### config.mk
export PLATFORM = sky130hd
export DESIGN_NAME = guarded_displacement_store
export DESIGN_NICKNAME = d
export VERILOG_FILES = /design/src/rtl/store_lane_former.v /design/src/rtl/store_irq_regs.v /design/src/rtl/guarded_displacement_store.v
export VERILOG_INCLUDE_DIRS = /design/src /design/src/rtl
export SDC_FILE = /design/constraint.sdc
export NUM_CORES = 1
export LEC_CHECK = 0
export ABC_AREA = 0
export BUFFER_PORTS_ARGS = -buffer_cell sky130_fd_sc_hd__buf_2
export CORE_ASPECT_RATIO = 0.9
export CORE_MARGIN = 5
export CORE_UTILIZATION = 53
export DETAILED_ROUTE_END_ITERATION = 7
export HOLD_SLACK_MARGIN = 0.12
export PLACE_DENSITY = 0.79
export SLEW_MARGIN = 10
export SYNTH_ARGS = -nofsm -noshare
export SYNTH_HDL_FRONTEND = slang
export SYNTH_SLANG_ARGS = --single-unit
### constraint.sdc
create_clock -name aclk -period 4.59 [get_ports aclk]
set_input_delay 0.6885 -clock aclk [delete_from_list [all_inputs] [get_ports aclk]]
set_output_delay 0.6885 -clock aclk [all_outputs]
set_load 0.02 [all_outputs]
### src/rtl/store_defines.vh
// Constants shared by the guarded displacement store unit and its helpers.
// Assumes byte addresses on a 32-bit AXI4-Lite register port, one word per register.
//
// Overview of operation
// - Halfword store writes low 16 data bits.
// - Halfword byte lanes follow byte order.
// - Odd halfword address sets misaligned flag.
// - Flag plus trap enable requests exception.
// - False guard suppresses every side effect.
// - Word store writes all 32 bits.
// - Word byte lanes follow byte order.
// - Unaligned word address sets misaligned flag.
// - Displacement comes from 7-bit modifier.
// - Byte order sampled when store executes.
`ifndef STORE_DEFINES_VH
`define STORE_DEFINES_VH

// ****************************************************************
// Register byte offsets
// ****************************************************************
`define OFS_PSW 8'h00
`define OFS_IRQ_STATUS 8'h04
`define OFS_IRQ_MASK 8'h08
`define OFS_STORE_COUNT 8'h0c

// ****************************************************************
// Processor status word fields and reset values
// ****************************************************************
`define PSW_BIG_ENDIAN 0
`define PSW_MISALIGNED 1
`define PSW_TRAP_ENABLE 2
`define PSW_TRAP_PENDING 3
`define PSW_RESET 4'h0

// ****************************************************************
// Interrupt event bits and reset values
// ****************************************************************
`define IRQ_MISALIGNED 0
`define IRQ_TRAP 1
`define IRQ_EVENTS 2
`define IRQ_RESET 2'h0

// ****************************************************************
// Bus answers and store geometry
// ****************************************************************
`define RESP_OKAY 2'h0
`define RESP_SLVERR 2'h2
`define MODIFIER_WIDTH 7
`define LAST_HALF_BYTE 2'h1
`define LAST_WORD_BYTE 2'h3

`endif

### src/rtl/store_lane_former.v
// Byte lane former: places store data on the four lanes of an aligned word.
// Assumes a purely combinational context; the caller registers the results.
`timescale 1ns/1ps
module store_lane_former
(
   // Store description.
   input wire [1:0] addr_low,
   input wire is_word,
   input wire big_endian,
   input wire [31:0] data,
   // Lane results.
   output wire misaligned,
   output wire [3:0] byte_en,
   output wire [31:0] lane_data
);
`include "store_defines.vh"

   // Index of the last byte of the item relative to its start address.
   wire [1:0] last_byte;

   assign last_byte = is_word ? `LAST_WORD_BYTE : `LAST_HALF_BYTE;

   // A halfword needs an even address, a word one divisible by four.
   assign misaligned = is_word ? (|addr_low) : addr_low[0];

   genvar j;
   generate
      for (j = 0; j < 4; j = j + 1)
      begin : g_lane
         // Lane j holds the byte at start address plus ofs.
         wire [1:0] lane_idx;
         wire [1:0] ofs;
         wire [1:0] src;
         wire in_range;
         assign lane_idx = j;
         assign ofs = lane_idx - addr_low;
         assign in_range = (ofs <= last_byte);
         // Little endian puts data byte 0 first, big endian the top byte first.
         assign src = big_endian ? (last_byte - ofs) : ofs;
         // Misaligned results are undefined; the lanes are simply not written.
         assign byte_en[j] = in_range & ~misaligned;
         assign lane_data[8*j+7:8*j] = in_range ? data[{src, 3'b000} +: 8] : 8'h00;
      end
   endgenerate

endmodule

### src/rtl/store_irq_regs.v
// Sticky interrupt status with a mask and one level interrupt output.
// Assumes all inputs come from logic on the same clock.
`timescale 1ns/1ps
module store_irq_regs
(
   // Clock and reset.
   input wire aclk,
   input wire aresetn,
   // Event pulses and software access.
   input wire [1:0] event_set,
   input wire status_we,
   input wire [1:0] status_wdata,
   input wire mask_we,
   input wire [1:0] mask_wdata,
   // State.
   output reg [1:0] status,
   output reg [1:0] mask,
   output reg irq
);
`include "store_defines.vh"

   // Next values, so the interrupt line follows the flags without lag.
   reg [1:0] next_status;
   reg [1:0] next_mask;

   // Write one clears, but an event in the same cycle wins over the clear.
   always @*
   begin
      next_status = status;
      if (status_we)
      begin
         next_status = next_status & ~status_wdata;
      end
      next_status = next_status | event_set;
      next_mask = mask_we ? mask_wdata : mask;
   end

   // Registered state and interrupt level.
   always @(posedge aclk)
   begin
      if (!aresetn)
      begin
         status <= `IRQ_RESET;
         mask <= `IRQ_RESET;
         irq <= 1'b0;
      end
      else
      begin
         status <= next_status;
         mask <= next_mask;
         irq <= |(next_status & next_mask);
      end
   end

endmodule

### src/rtl/guarded_displacement_store.v
// Guarded store unit: halfword and word stores with a scaled 7-bit displacement.
// Assumes issue logic and the memory port share aclk; registers reached over AXI4-Lite.
`timescale 1ns/1ps
module guarded_displacement_store
#(
   parameter ADDR_W = 8
)
(
   // Clock and reset.
   input wire aclk,
   input wire aresetn,
   // Store issue port.
   input wire st_valid,
   input wire st_is_word,
   input wire [31:0] store_data_operand,
   input wire [31:0] base_address_operand,
   input wire [6:0] st_modifier,
   input wire st_guard_present,
   input wire st_guard_lsb,
   output reg st_ready,
   // Interruptible jump strobe and exception request.
   input wire interruptible_jump,
   output reg exception_request,
   // Memory write port.
   output reg mem_valid,
   output reg [31:0] mem_addr,
   output reg [3:0] mem_byte_en,
   output reg [31:0] mem_wdata,
   input wire mem_ready,
   // AXI4-Lite write address and data.
   input wire awvalid,
   output reg awready,
   input wire [ADDR_W-1:0] awaddr,
   input wire [2:0] awprot,
   input wire wvalid,
   output reg wready,
   input wire [31:0] wdata,
   input wire [3:0] wstrb,
   // AXI4-Lite write response.
   output reg bvalid,
   input wire bready,
   output reg [1:0] bresp,
   // AXI4-Lite read.
   input wire arvalid,
   output reg arready,
   input wire [ADDR_W-1:0] araddr,
   input wire [2:0] arprot,
   output reg rvalid,
   input wire rready,
   output reg [31:0] rdata,
   output reg [1:0] rresp,
   // Interrupt.
   output wire irq
);
`include "store_defines.vh"
   // Status word value after reset, taken apart bit by bit at its flops.
   localparam [3:0] PSW_INIT = `PSW_RESET;

   // ****************************************************************
   // State
   // ****************************************************************
   reg big_endian; // Current byte order, 1 for big endian.
   reg misaligned_store_flag; // Sticky misaligned store flag.
   reg misaligned_store_trap_enable; // Trap on misaligned store.
   reg trap_pending; // Waiting for the next interruptible jump.
   reg [31:0] store_count; // Aligned stores that took effect.
   reg aw_held; // Write address latched, waiting for data.
   reg w_held; // Write data latched, waiting for address.
   reg [ADDR_W-1:0] aw_addr_q; // Latched write address.
   reg [31:0] w_data_q; // Latched write data.
   reg [3:0] w_strb_q; // Latched write strobes.

   // ****************************************************************
   // Store datapath
   // ****************************************************************
   wire [31:0] disp; // Scaled, sign extended displacement.
   wire [31:0] store_addr; // Base plus displacement.
   wire st_take; // Store accepted this cycle.
   wire st_enabled; // Guard allows side effects.
   wire st_effect; // Accepted and enabled.
   wire lane_misaligned;
   wire [3:0] lane_byte_en;
   wire [31:0] lane_data;

   // The modifier is scaled by the access size, never read from a register.
   assign disp = st_is_word ? {{23{st_modifier[6]}}, st_modifier, 2'b00}
                            : {{24{st_modifier[6]}}, st_modifier, 1'b0};
   assign store_addr = base_address_operand + disp;
   // Issue logic keeps the modifier legal, so the scaled ranges hold by construction.
   assign st_take = st_valid & st_ready;
   // Without a guard the store always acts; with one only its low bit counts.
   assign st_enabled = ~st_guard_present | st_guard_lsb;
   assign st_effect = st_take & st_enabled;

   // Byte order is the status word value in the cycle the store is taken.
   store_lane_former u_lanes
   (
      .addr_low(store_addr[1:0]),
      .is_word(st_is_word),
      .big_endian(big_endian),
      .data(store_data_operand),
      .misaligned(lane_misaligned),
      .byte_en(lane_byte_en),
      .lane_data(lane_data)
   );

   // Misalignment is an event only for a store that takes effect.
   wire mis_event;
   wire trap_event;
   assign mis_event = st_effect & lane_misaligned;
   assign trap_event = mis_event & misaligned_store_trap_enable;

   // Memory output register; a held write stalls the issue port.
   always @(posedge aclk)
   begin
      if (!aresetn)
      begin
         mem_valid <= 1'b0;
         mem_addr <= 32'h0000_0000;
         mem_byte_en <= 4'h0;
         mem_wdata <= 32'h0000_0000;
         st_ready <= 1'b0;
      end
      else
      begin
         // Ready drops while a write is outstanding, so nothing is overwritten.
         st_ready <= ~(mem_valid & ~mem_ready) & ~(st_effect & ~lane_misaligned);
         if (st_effect & ~lane_misaligned)
         begin
            // Guarded-off and misaligned stores never reach memory.
            mem_valid <= 1'b1;
            mem_addr <= {store_addr[31:2], 2'b00};
            mem_byte_en <= lane_byte_en;
            mem_wdata <= lane_data;
         end
         else if (mem_ready)
         begin
            mem_valid <= 1'b0;
         end
      end
   end

   // ****************************************************************
   // Register write path
   // ****************************************************************
   wire [ADDR_W-1:0] wr_addr;
   wire [31:0] wr_data;
   wire [3:0] wr_strb;
   wire wr_fire; // Address and data both present, response free.
   wire wr_psw;
   wire wr_status;
   wire wr_mask;
   wire wr_known;

   // Either half may come first; the latched copy fills in the other.
   assign wr_addr = aw_held ? aw_addr_q : awaddr;
   assign wr_data = w_held ? w_data_q : wdata;
   assign wr_strb = w_held ? w_strb_q : wstrb;
   assign wr_fire = (aw_held | (awvalid & awready)) & (w_held | (wvalid & wready));
   assign wr_psw = wr_fire & (wr_addr == `OFS_PSW) & wr_strb[0];
   assign wr_status = wr_fire & (wr_addr == `OFS_IRQ_STATUS) & wr_strb[0];
   assign wr_mask = wr_fire & (wr_addr == `OFS_IRQ_MASK) & wr_strb[0];
   assign wr_known = (wr_addr == `OFS_PSW) | (wr_addr == `OFS_IRQ_STATUS) |
                     (wr_addr == `OFS_IRQ_MASK) | (wr_addr == `OFS_STORE_COUNT);

   // Write channel handshakes and the response.
   always @(posedge aclk)
   begin
      if (!aresetn)
      begin
         awready <= 1'b0;
         wready <= 1'b0;
         aw_held <= 1'b0;
         w_held <= 1'b0;
         aw_addr_q <= {ADDR_W{1'b0}};
         w_data_q <= 32'h0000_0000;
         w_strb_q <= 4'h0;
         bvalid <= 1'b0;
         bresp <= `RESP_OKAY;
      end
      else
      begin
         if (wr_fire)
         begin
            // The store count is read only; writing it is accepted and ignored.
            aw_held <= 1'b0;
            w_held <= 1'b0;
            awready <= 1'b0;
            wready <= 1'b0;
            bvalid <= 1'b1;
            bresp <= wr_known ? `RESP_OKAY : `RESP_SLVERR;
         end
         else
         begin
            if (awvalid & awready)
            begin
               aw_held <= 1'b1;
               aw_addr_q <= awaddr;
            end
            if (wvalid & wready)
            begin
               w_held <= 1'b1;
               w_data_q <= wdata;
               w_strb_q <= wstrb;
            end
            bvalid <= bvalid & ~bready;
            // Readiness returns only once the previous response is gone.
            awready <= ~aw_held & ~(awvalid & awready) & ~(bvalid & ~bready);
            wready <= ~w_held & ~(wvalid & wready) & ~(bvalid & ~bready);
         end
      end
   end

   // ****************************************************************
   // Status word, trap request and store count
   // ****************************************************************
   always @(posedge aclk)
   begin
      if (!aresetn)
      begin
         big_endian <= PSW_INIT[`PSW_BIG_ENDIAN];
         misaligned_store_flag <= PSW_INIT[`PSW_MISALIGNED];
         misaligned_store_trap_enable <= PSW_INIT[`PSW_TRAP_ENABLE];
         trap_pending <= PSW_INIT[`PSW_TRAP_PENDING];
         exception_request <= 1'b0;
         store_count <= 32'h0000_0000;
      end
      else
      begin
         if (wr_psw)
         begin
            big_endian <= wr_data[`PSW_BIG_ENDIAN];
            misaligned_store_trap_enable <= wr_data[`PSW_TRAP_ENABLE];
         end
         // The flag is cleared by writing one, but a new misaligned store wins.
         misaligned_store_flag <= mis_event |
                                  (misaligned_store_flag & ~(wr_psw & wr_data[`PSW_MISALIGNED]));
         // A request made in the jump cycle itself waits for the following jump.
         exception_request <= interruptible_jump & trap_pending;
         trap_pending <= trap_event | (trap_pending & ~interruptible_jump);
         if (st_effect & ~lane_misaligned)
         begin
            store_count <= store_count + 32'h0000_0001;
         end
      end
   end

   // ****************************************************************
   // Interrupts
   // ****************************************************************
   wire [1:0] irq_status;
   wire [1:0] irq_mask;

   store_irq_regs u_irq
   (
      .aclk(aclk),
      .aresetn(aresetn),
      .event_set({trap_event, mis_event}),
      .status_we(wr_status),
      .status_wdata(wr_data[1:0]),
      .mask_we(wr_mask),
      .mask_wdata(wr_data[1:0]),
      .status(irq_status),
      .mask(irq_mask),
      .irq(irq)
   );

   // ****************************************************************
   // Register read path
   // ****************************************************************
   reg [31:0] rd_value; // Word selected by the read address.
   reg rd_known; // Read address is mapped.

   // Read multiplexer; unmapped addresses return zero with an error.
   always @*
   begin
      rd_known = 1'b1;
      rd_value = 32'h0000_0000;
      case (araddr)
         `OFS_PSW:
         begin
            rd_value = {28'h0000000, trap_pending, misaligned_store_trap_enable,
                        misaligned_store_flag, big_endian};
         end
         `OFS_IRQ_STATUS:
         begin
            rd_value = {30'h0, irq_status};
         end
         `OFS_IRQ_MASK:
         begin
            rd_value = {30'h0, irq_mask};
         end
         `OFS_STORE_COUNT:
         begin
            rd_value = store_count;
         end
         default:
         begin
            rd_known = 1'b0;
         end
      endcase
   end

   // Read channel: one read in flight, data held until taken.
   always @(posedge aclk)
   begin
      if (!aresetn)
      begin
         arready <= 1'b0;
         rvalid <= 1'b0;
         rdata <= 32'h0000_0000;
         rresp <= `RESP_OKAY;
      end
      else
      begin
         if (arvalid & arready)
         begin
            arready <= 1'b0;
            rvalid <= 1'b1;
            rdata <= rd_value;
            rresp <= rd_known ? `RESP_OKAY : `RESP_SLVERR;
         end
         else if (rvalid & rready)
         begin
            rvalid <= 1'b0;
            arready <= 1'b1;
         end
         else
         begin
            arready <= ~rvalid;
         end
      end
   end

endmodule

# Yosys cells after proc, flatten, opt, wreduce, memory -nomap -nowiden
# Index checks and enable logic that the tools add are counted.
word_totals:
  register_bits: 165
  input_bits: 142
  output_inout_bits: 113
  elab_cells: 147
classes:
  addsub: 10
  order_cmp: 4
  eq_ne: 6
  shifts: 4
  mux: 26
  n_bitwise: 59
  n_reduce_logical: 11
ops:
  columns: ["operator", "n"]
  rows:
  - ["case mux 32 bit (4 select lines)", 1]
  - ["variable part select 32 x 6 -> 8 bit", 4]
  - ["2-to-1 mux 8 bit", 6]
  - ["adder 32 x 1 -> 32 bit, second input constant", 1]
  - ["adder 32 bit", 1]
  - ["== test 8 x 4 -> 1 bit, second input constant", 4]
  - ["AND 1 bit", 31]
  - ["2-to-1 mux 2 bit", 9]
  - ["== test 8 x 3 -> 1 bit, second input constant", 2]
  - ["logical NOT 8 bit", 2]
  - ["inverter 1 bit", 16]
  - ["2-to-1 mux 1 bit", 9]
  - ["<= comparator 2 bit", 4]
  - ["bitwise OR 1 bit", 8]
  - ["OR reduction 2 bit", 4]
  - ["subtractor 2 bit", 4]
  - ["AND 2 bit", 2]
  - ["AND reduction 2 bit", 2]
  - ["nonzero test 2 bit", 2]
  - ["OR reduction 4 bit", 1]
  - ["subtractor 1 x 2 -> 2 bit, first input constant", 2]
  - ["subtractor 2 bit, first input constant", 2]
  - ["2-to-1 mux 3 bit", 1]
  - ["inverter 2 bit", 1]
  - ["bitwise OR 2 bit", 1]

# Depth between registers and ports, before layout
depth:
  depth_word: 9
  mapped_depth: 13
  mapped_depth_nobuf: 11

# By module
# A second synthesis with hierarchy kept.
unflattened:
  cells_unflattened: 1004
  area_unflattened_um2: 9303.9
modules_own_cells:
  columns: ["mod", "instances", "cells_each", "area_each_um2", "seq_area_each_um2"]
  rows:
  - ["guarded_displacement_store", 1, 893, 7966.4, 3163.0]
  - ["store_lane_former", 1, 93, 1156.1, 0.0]
  - ["store_irq_regs", 1, 18, 181.4, 100.1]

# Least setup slack after synthesis
# OpenSTA, ideal clock, no wires.
synth_timing:
  path_kind: "input port to flip-flop"
  start: "in st_is_word"
  end: "reg mem_wdata[16]"
  setup_ns: 0.128
  arrival_ns: 3.300
  t_required_ns: 4.462
  setup_slack_ns: 1.163
  cell_stages: 9
  path_buffers: 1
  cell_sequence: "clkbuf_1 > nor2b_1 > ha_1 > inv_1 > ha_1 > xor2_1 > mux4_2 > a22oi_1 > nor2_1"
synth_via:
  elab_chain_len: 7
  elab_cells_between_ends: 13
  cone_classes: "add/sub (3); order compare (1); shift (1); mux (5); bitwise (2); reduce/logical (1)"
synth_rtl:
  columns: ["element", "line", "rtl"]
  rows:
  - ["from (decl)", "guarded_displacement_store.v:14", "input wire st_is_word,"]
  - ["2-to-1 mux 8 bit", "guarded_displacement_store.v:86", "assign disp = st_is_word ? {{23{st_modifier[6]}}, st_modifier, 2'b00}"]
  - ["adder 32 bit", "guarded_displacement_store.v:88", "assign store_addr = base_address_operand + disp;"]
  - ["subtractor 2 bit", "store_lane_former.v:36", "assign ofs = lane_idx - addr_low;"]
  - ["subtractor 2 bit", "store_lane_former.v:39", "assign src = big_endian ? (last_byte - ofs) : ofs;"]
  - ["2-to-1 mux 2 bit", "store_lane_former.v:39", null]
  - ["variable part select 32 x 6 -> 8 bit", "store_lane_former.v:42", "assign lane_data[8*j+7:8*j] = in_range ? data[{src, 3'b000} +: 8] : 8'h00;"]
  - ["2-to-1 mux 8 bit", "store_lane_former.v:42", null]
  - ["to (signal assigned)", "guarded_displacement_store.v:134", "mem_wdata <= lane_data;"]
  - ["to (decl)", "guarded_displacement_store.v:28", "output reg [31:0] mem_wdata,"]
# Parallel ways exist; a longest one is shown, timed or not.
# A chain may end at the register's enable or synchronous reset.

# Worst setup path after layout
layout_timing:
  start: "in st_is_word"
  end: "reg store_count[25]"
layout_via:
  elab_chain_len: 6
layout_rtl:
  columns: ["element", "line", "rtl"]
  rows:
  - ["2-to-1 mux 8 bit", "guarded_displacement_store.v:86", null]
  - ["adder 32 bit", "guarded_displacement_store.v:88", null]
  - ["OR reduction 2 bit", "store_lane_former.v:24", "assign misaligned = is_word ? (|addr_low) : addr_low[0];"]
  - ["2-to-1 mux 1 bit *", "store_lane_former.v:24", null]
  - ["inverter 1 bit *", "guarded_displacement_store.v:241", "if (st_effect & ~lane_misaligned)"]
  - ["AND 1 bit *", "guarded_displacement_store.v:241", null]
  - ["to (signal assigned)", "guarded_displacement_store.v:243", "store_count <= store_count + 32'h0000_0001;"]
  - ["to (decl)", "guarded_displacement_store.v:66", "reg [31:0] store_count;"]
# Mark *: on every way between the ends. The rest lies on a longest branch, timed or not.

==> metrics.cfg <==
[finish]
final_cell_count_no_fill = 1390
fill_cells = 1351
drive_gt1_frac = 0.271
area_growth_pct = 19.5
fin_nets = 1347

[synth]
synth_cell_types = 70
yosys-top-cells-area = dfxtp_1 37%, mux4_2 8.1%, ha_1 4.9%
synth.most_common_cell = dfxtp_1
yosys.area.top_type = dfxtp_1
async_reset_ff_frac = 0
ys_seq_elements = 163
synth_area_per_cell_um2 = 9.01
ys.flop_type = dfxtp_1
synthCells = 984
ys_warn_count = 0
synth.top_cell.area_share = 0.368
synth_edf_count = 0
yosys-top-cells-count = 163 x dfxtp_1, 103 x nor2_1, 83 x a21oi_1
synth-seq-area-share = 0.368
synth_area_um2 = 8860

[sta]
hold_viol = 0
fmax_mhz = 304
worst_pin_slew_ps = 920
period_share = 0.717
min_period_ps = 3290
hold_ws_ps = 451
fin_skew_ps = 6.37
setup_violations = 0
setup_tns_ps = 0
slew_headroom = 0.386
slew_violations = 0
rsz0062_at_grt = false

[floorplanning]
core_area_um2 = 16300
design.die.area_um2 = 19400
die_x_um = 146
start_util = 0.544
fp-row-count = 44
pin_count = 255
die_h_um = 133

[worst_setup_path]
crit_buf_inv = 2
crit_path_start_kind = primary input
cpMaxStageDelayCell = and4_1
critPathMostFrequentCell = ha_1
end_kind = register
path_max_fanout = 15
worstPathRequired_ps = 4930
cp_top_family = simple AND/OR/NAND/NOR gates
path_cells = buf_2 > nor2b_1 > ha_1 > inv_1 > ha_1 > nand2_1 > a2111oi_4 > and4_1 > nand3_4 > or3_1 > a21oi_1
worstSetupPathType = primary input to register
critical-path-max-stage-delay_ps = 540
critPathArrivalTime_ps = 3630

[clock_tree]
cts_resized = 0
cts_hold_buf = 0
htreeDepth = 4
cts_tree = built
path_clk_slew_ps = 70
clockRootBuffer = clkbuf_16
clock_latency_ps = 430
clockBufferDepth = 2
cts_made_buffers = 17
post_cts_buffers = 0
cts.sinks = 163

[route]
met3WireLength_mm = 1.90
vias = 8230
first_pass_iters = 5
highest_layer = met4
drt-met1-wl_mm = 10.5
drt_iter0_drc = 411
ant_nets = 0
drcViolationCount = 0
viasPerCell = 5.92
drt_wl_total_mm = 24.1
wl_met2_mm = 11.4
wl_per_cell_um = 17.4

[pwr]
leakage_nw = 4.51
power_density_nw_per_um2 = 325
ir_drop_uv = 259

[global_route]
grt_use_total = 0.244
gr-total-overflow = 0
antenna_found_initial = 0
grt_pass1_wl_mm = 39.5
grt_max_degree = 50
grt_pass1_vias = 8135

[job]
max-cap-violations = 0

[worst_hold_path]
min_path_type = register to register

[place]
dp_hpwl_mm = 17.8
port_buffers = 212
placed_cells = 1357
place_congestion = 0.897

[run_status]
status = completed

==> worst reg2reg max path: stages (launching register included) <==
cell	delay, ps
dfxtp_1	330
nand2_1	130
or2_2	350
or2_2	580
a221oi_2	780
a22oi_1	160
nor2_1	140
==> through the flow <==
step | worst slack (ps) | area [um^2] | util | total power, mW
2_1_floorplan | 1160 | 8870 | - | 1.93
3_3_place_gp | 923 | 10000 | 0.616 | 2.11
3_5_place_dp | 915 | 10000 | 0.616 | 2.12
4_1_cts | 1330 | 10600 | 0.650 | 3.46
5_1_grt | 1100 | 10600 | 0.650 | 3.60
6_report | 1300 | 10600 | 0.650 | 3.44
==> area by class of cell <==
type / count / area (um^2) / share of cell area
diodes: 1 / 2.50 / 0.000236
clock buffers: 18 / 429 / 0.0405
clock inverters: 14 / 121 / 0.0115
inverters: 24 / 91.3 / 0.00863
multi-input cells: 738 / 5260 / 0.497
flip-flops and latches: 163 / 3260 / 0.308
well taps: 207 / 259 / 0.0245
repair buffers: 225 / 1160 / 0.109
==> cell families (layout without fill, tap and decap cells) <==
logic type	Yosys count	after routing	synth area share
xor+xnor	41	41	0.0405
fa+ha+maj	36	36	0.0517
mux	61	61	0.116
simple gates	338	338	0.187
other cells	1	5	0.000423
buf+inv	86	281	0.0408
flops	163	163	0.368
compound gates	258	258	0.196
==> placed cells by master (no fill, tap or decap), drive strengths merged, types with 6 or more instances in the layout <==
cell type,netlist,routed
nand3,42,42
nand2,77,77
o211ai,9,9
o21ai,37,37
and3,17,17
a21oi,84,84
mux2,11,11
clkbuf,44,18
mux4,32,32
nand2b,8,8
a22oi,35,35
nand4,17,17
or3,12,12
mux2i,18,18
dfxtp,163,163
nor3,25,25
and4,6,6
xnor2,22,22
xor2,19,19
clkinv,1,6
a21o,10,10
a22o,29,29
nor2,103,103
ha,35,35
inv,23,32
o21a,11,11
and2,12,12
buf,18,225
==> where the power goes <==
group	switching, mW	internal, mW	total (mW)
registers	0.0209	1.45	1.47
logic	0.364	0.262	0.626
clock network	0.633	0.714	1.35
total	1.02	2.42	3.44
==> routing by layer <==
layer,vias up,global-route usage
met4,0,0.0758
li1,4007,-
met2,291,0.399
met1,3897,0.314
met5,-,0
met3,35,0.0684
==> final timing paths <==
check / depth (start not counted) / to / start / slack (ps)
max: 11 / store_count[25] / st_is_word / 1300
min: 2 / mem_addr[16] / mem_addr[16] / 450
max reg2reg: 6 / mem_wdata[22] / st_ready / 2060
min reg2reg: 2 / mem_addr[16] / mem_addr[16] / 450
==> flip-flops by register name, indices dropped and copies added (netlist names), 2 cells and up <==
| name | cells |
|---|---|
| u_irq.status | 2 |
| aw_addr_q | 8 |
| mem_byte_en | 4 |
| w_data_q | 3 |
| store_count | 32 |
| rdata | 32 |
| u_irq.mask | 2 |
| mem_addr | 30 |
| mem_wdata | 32 |
Power figures use the tool's default switching activity.
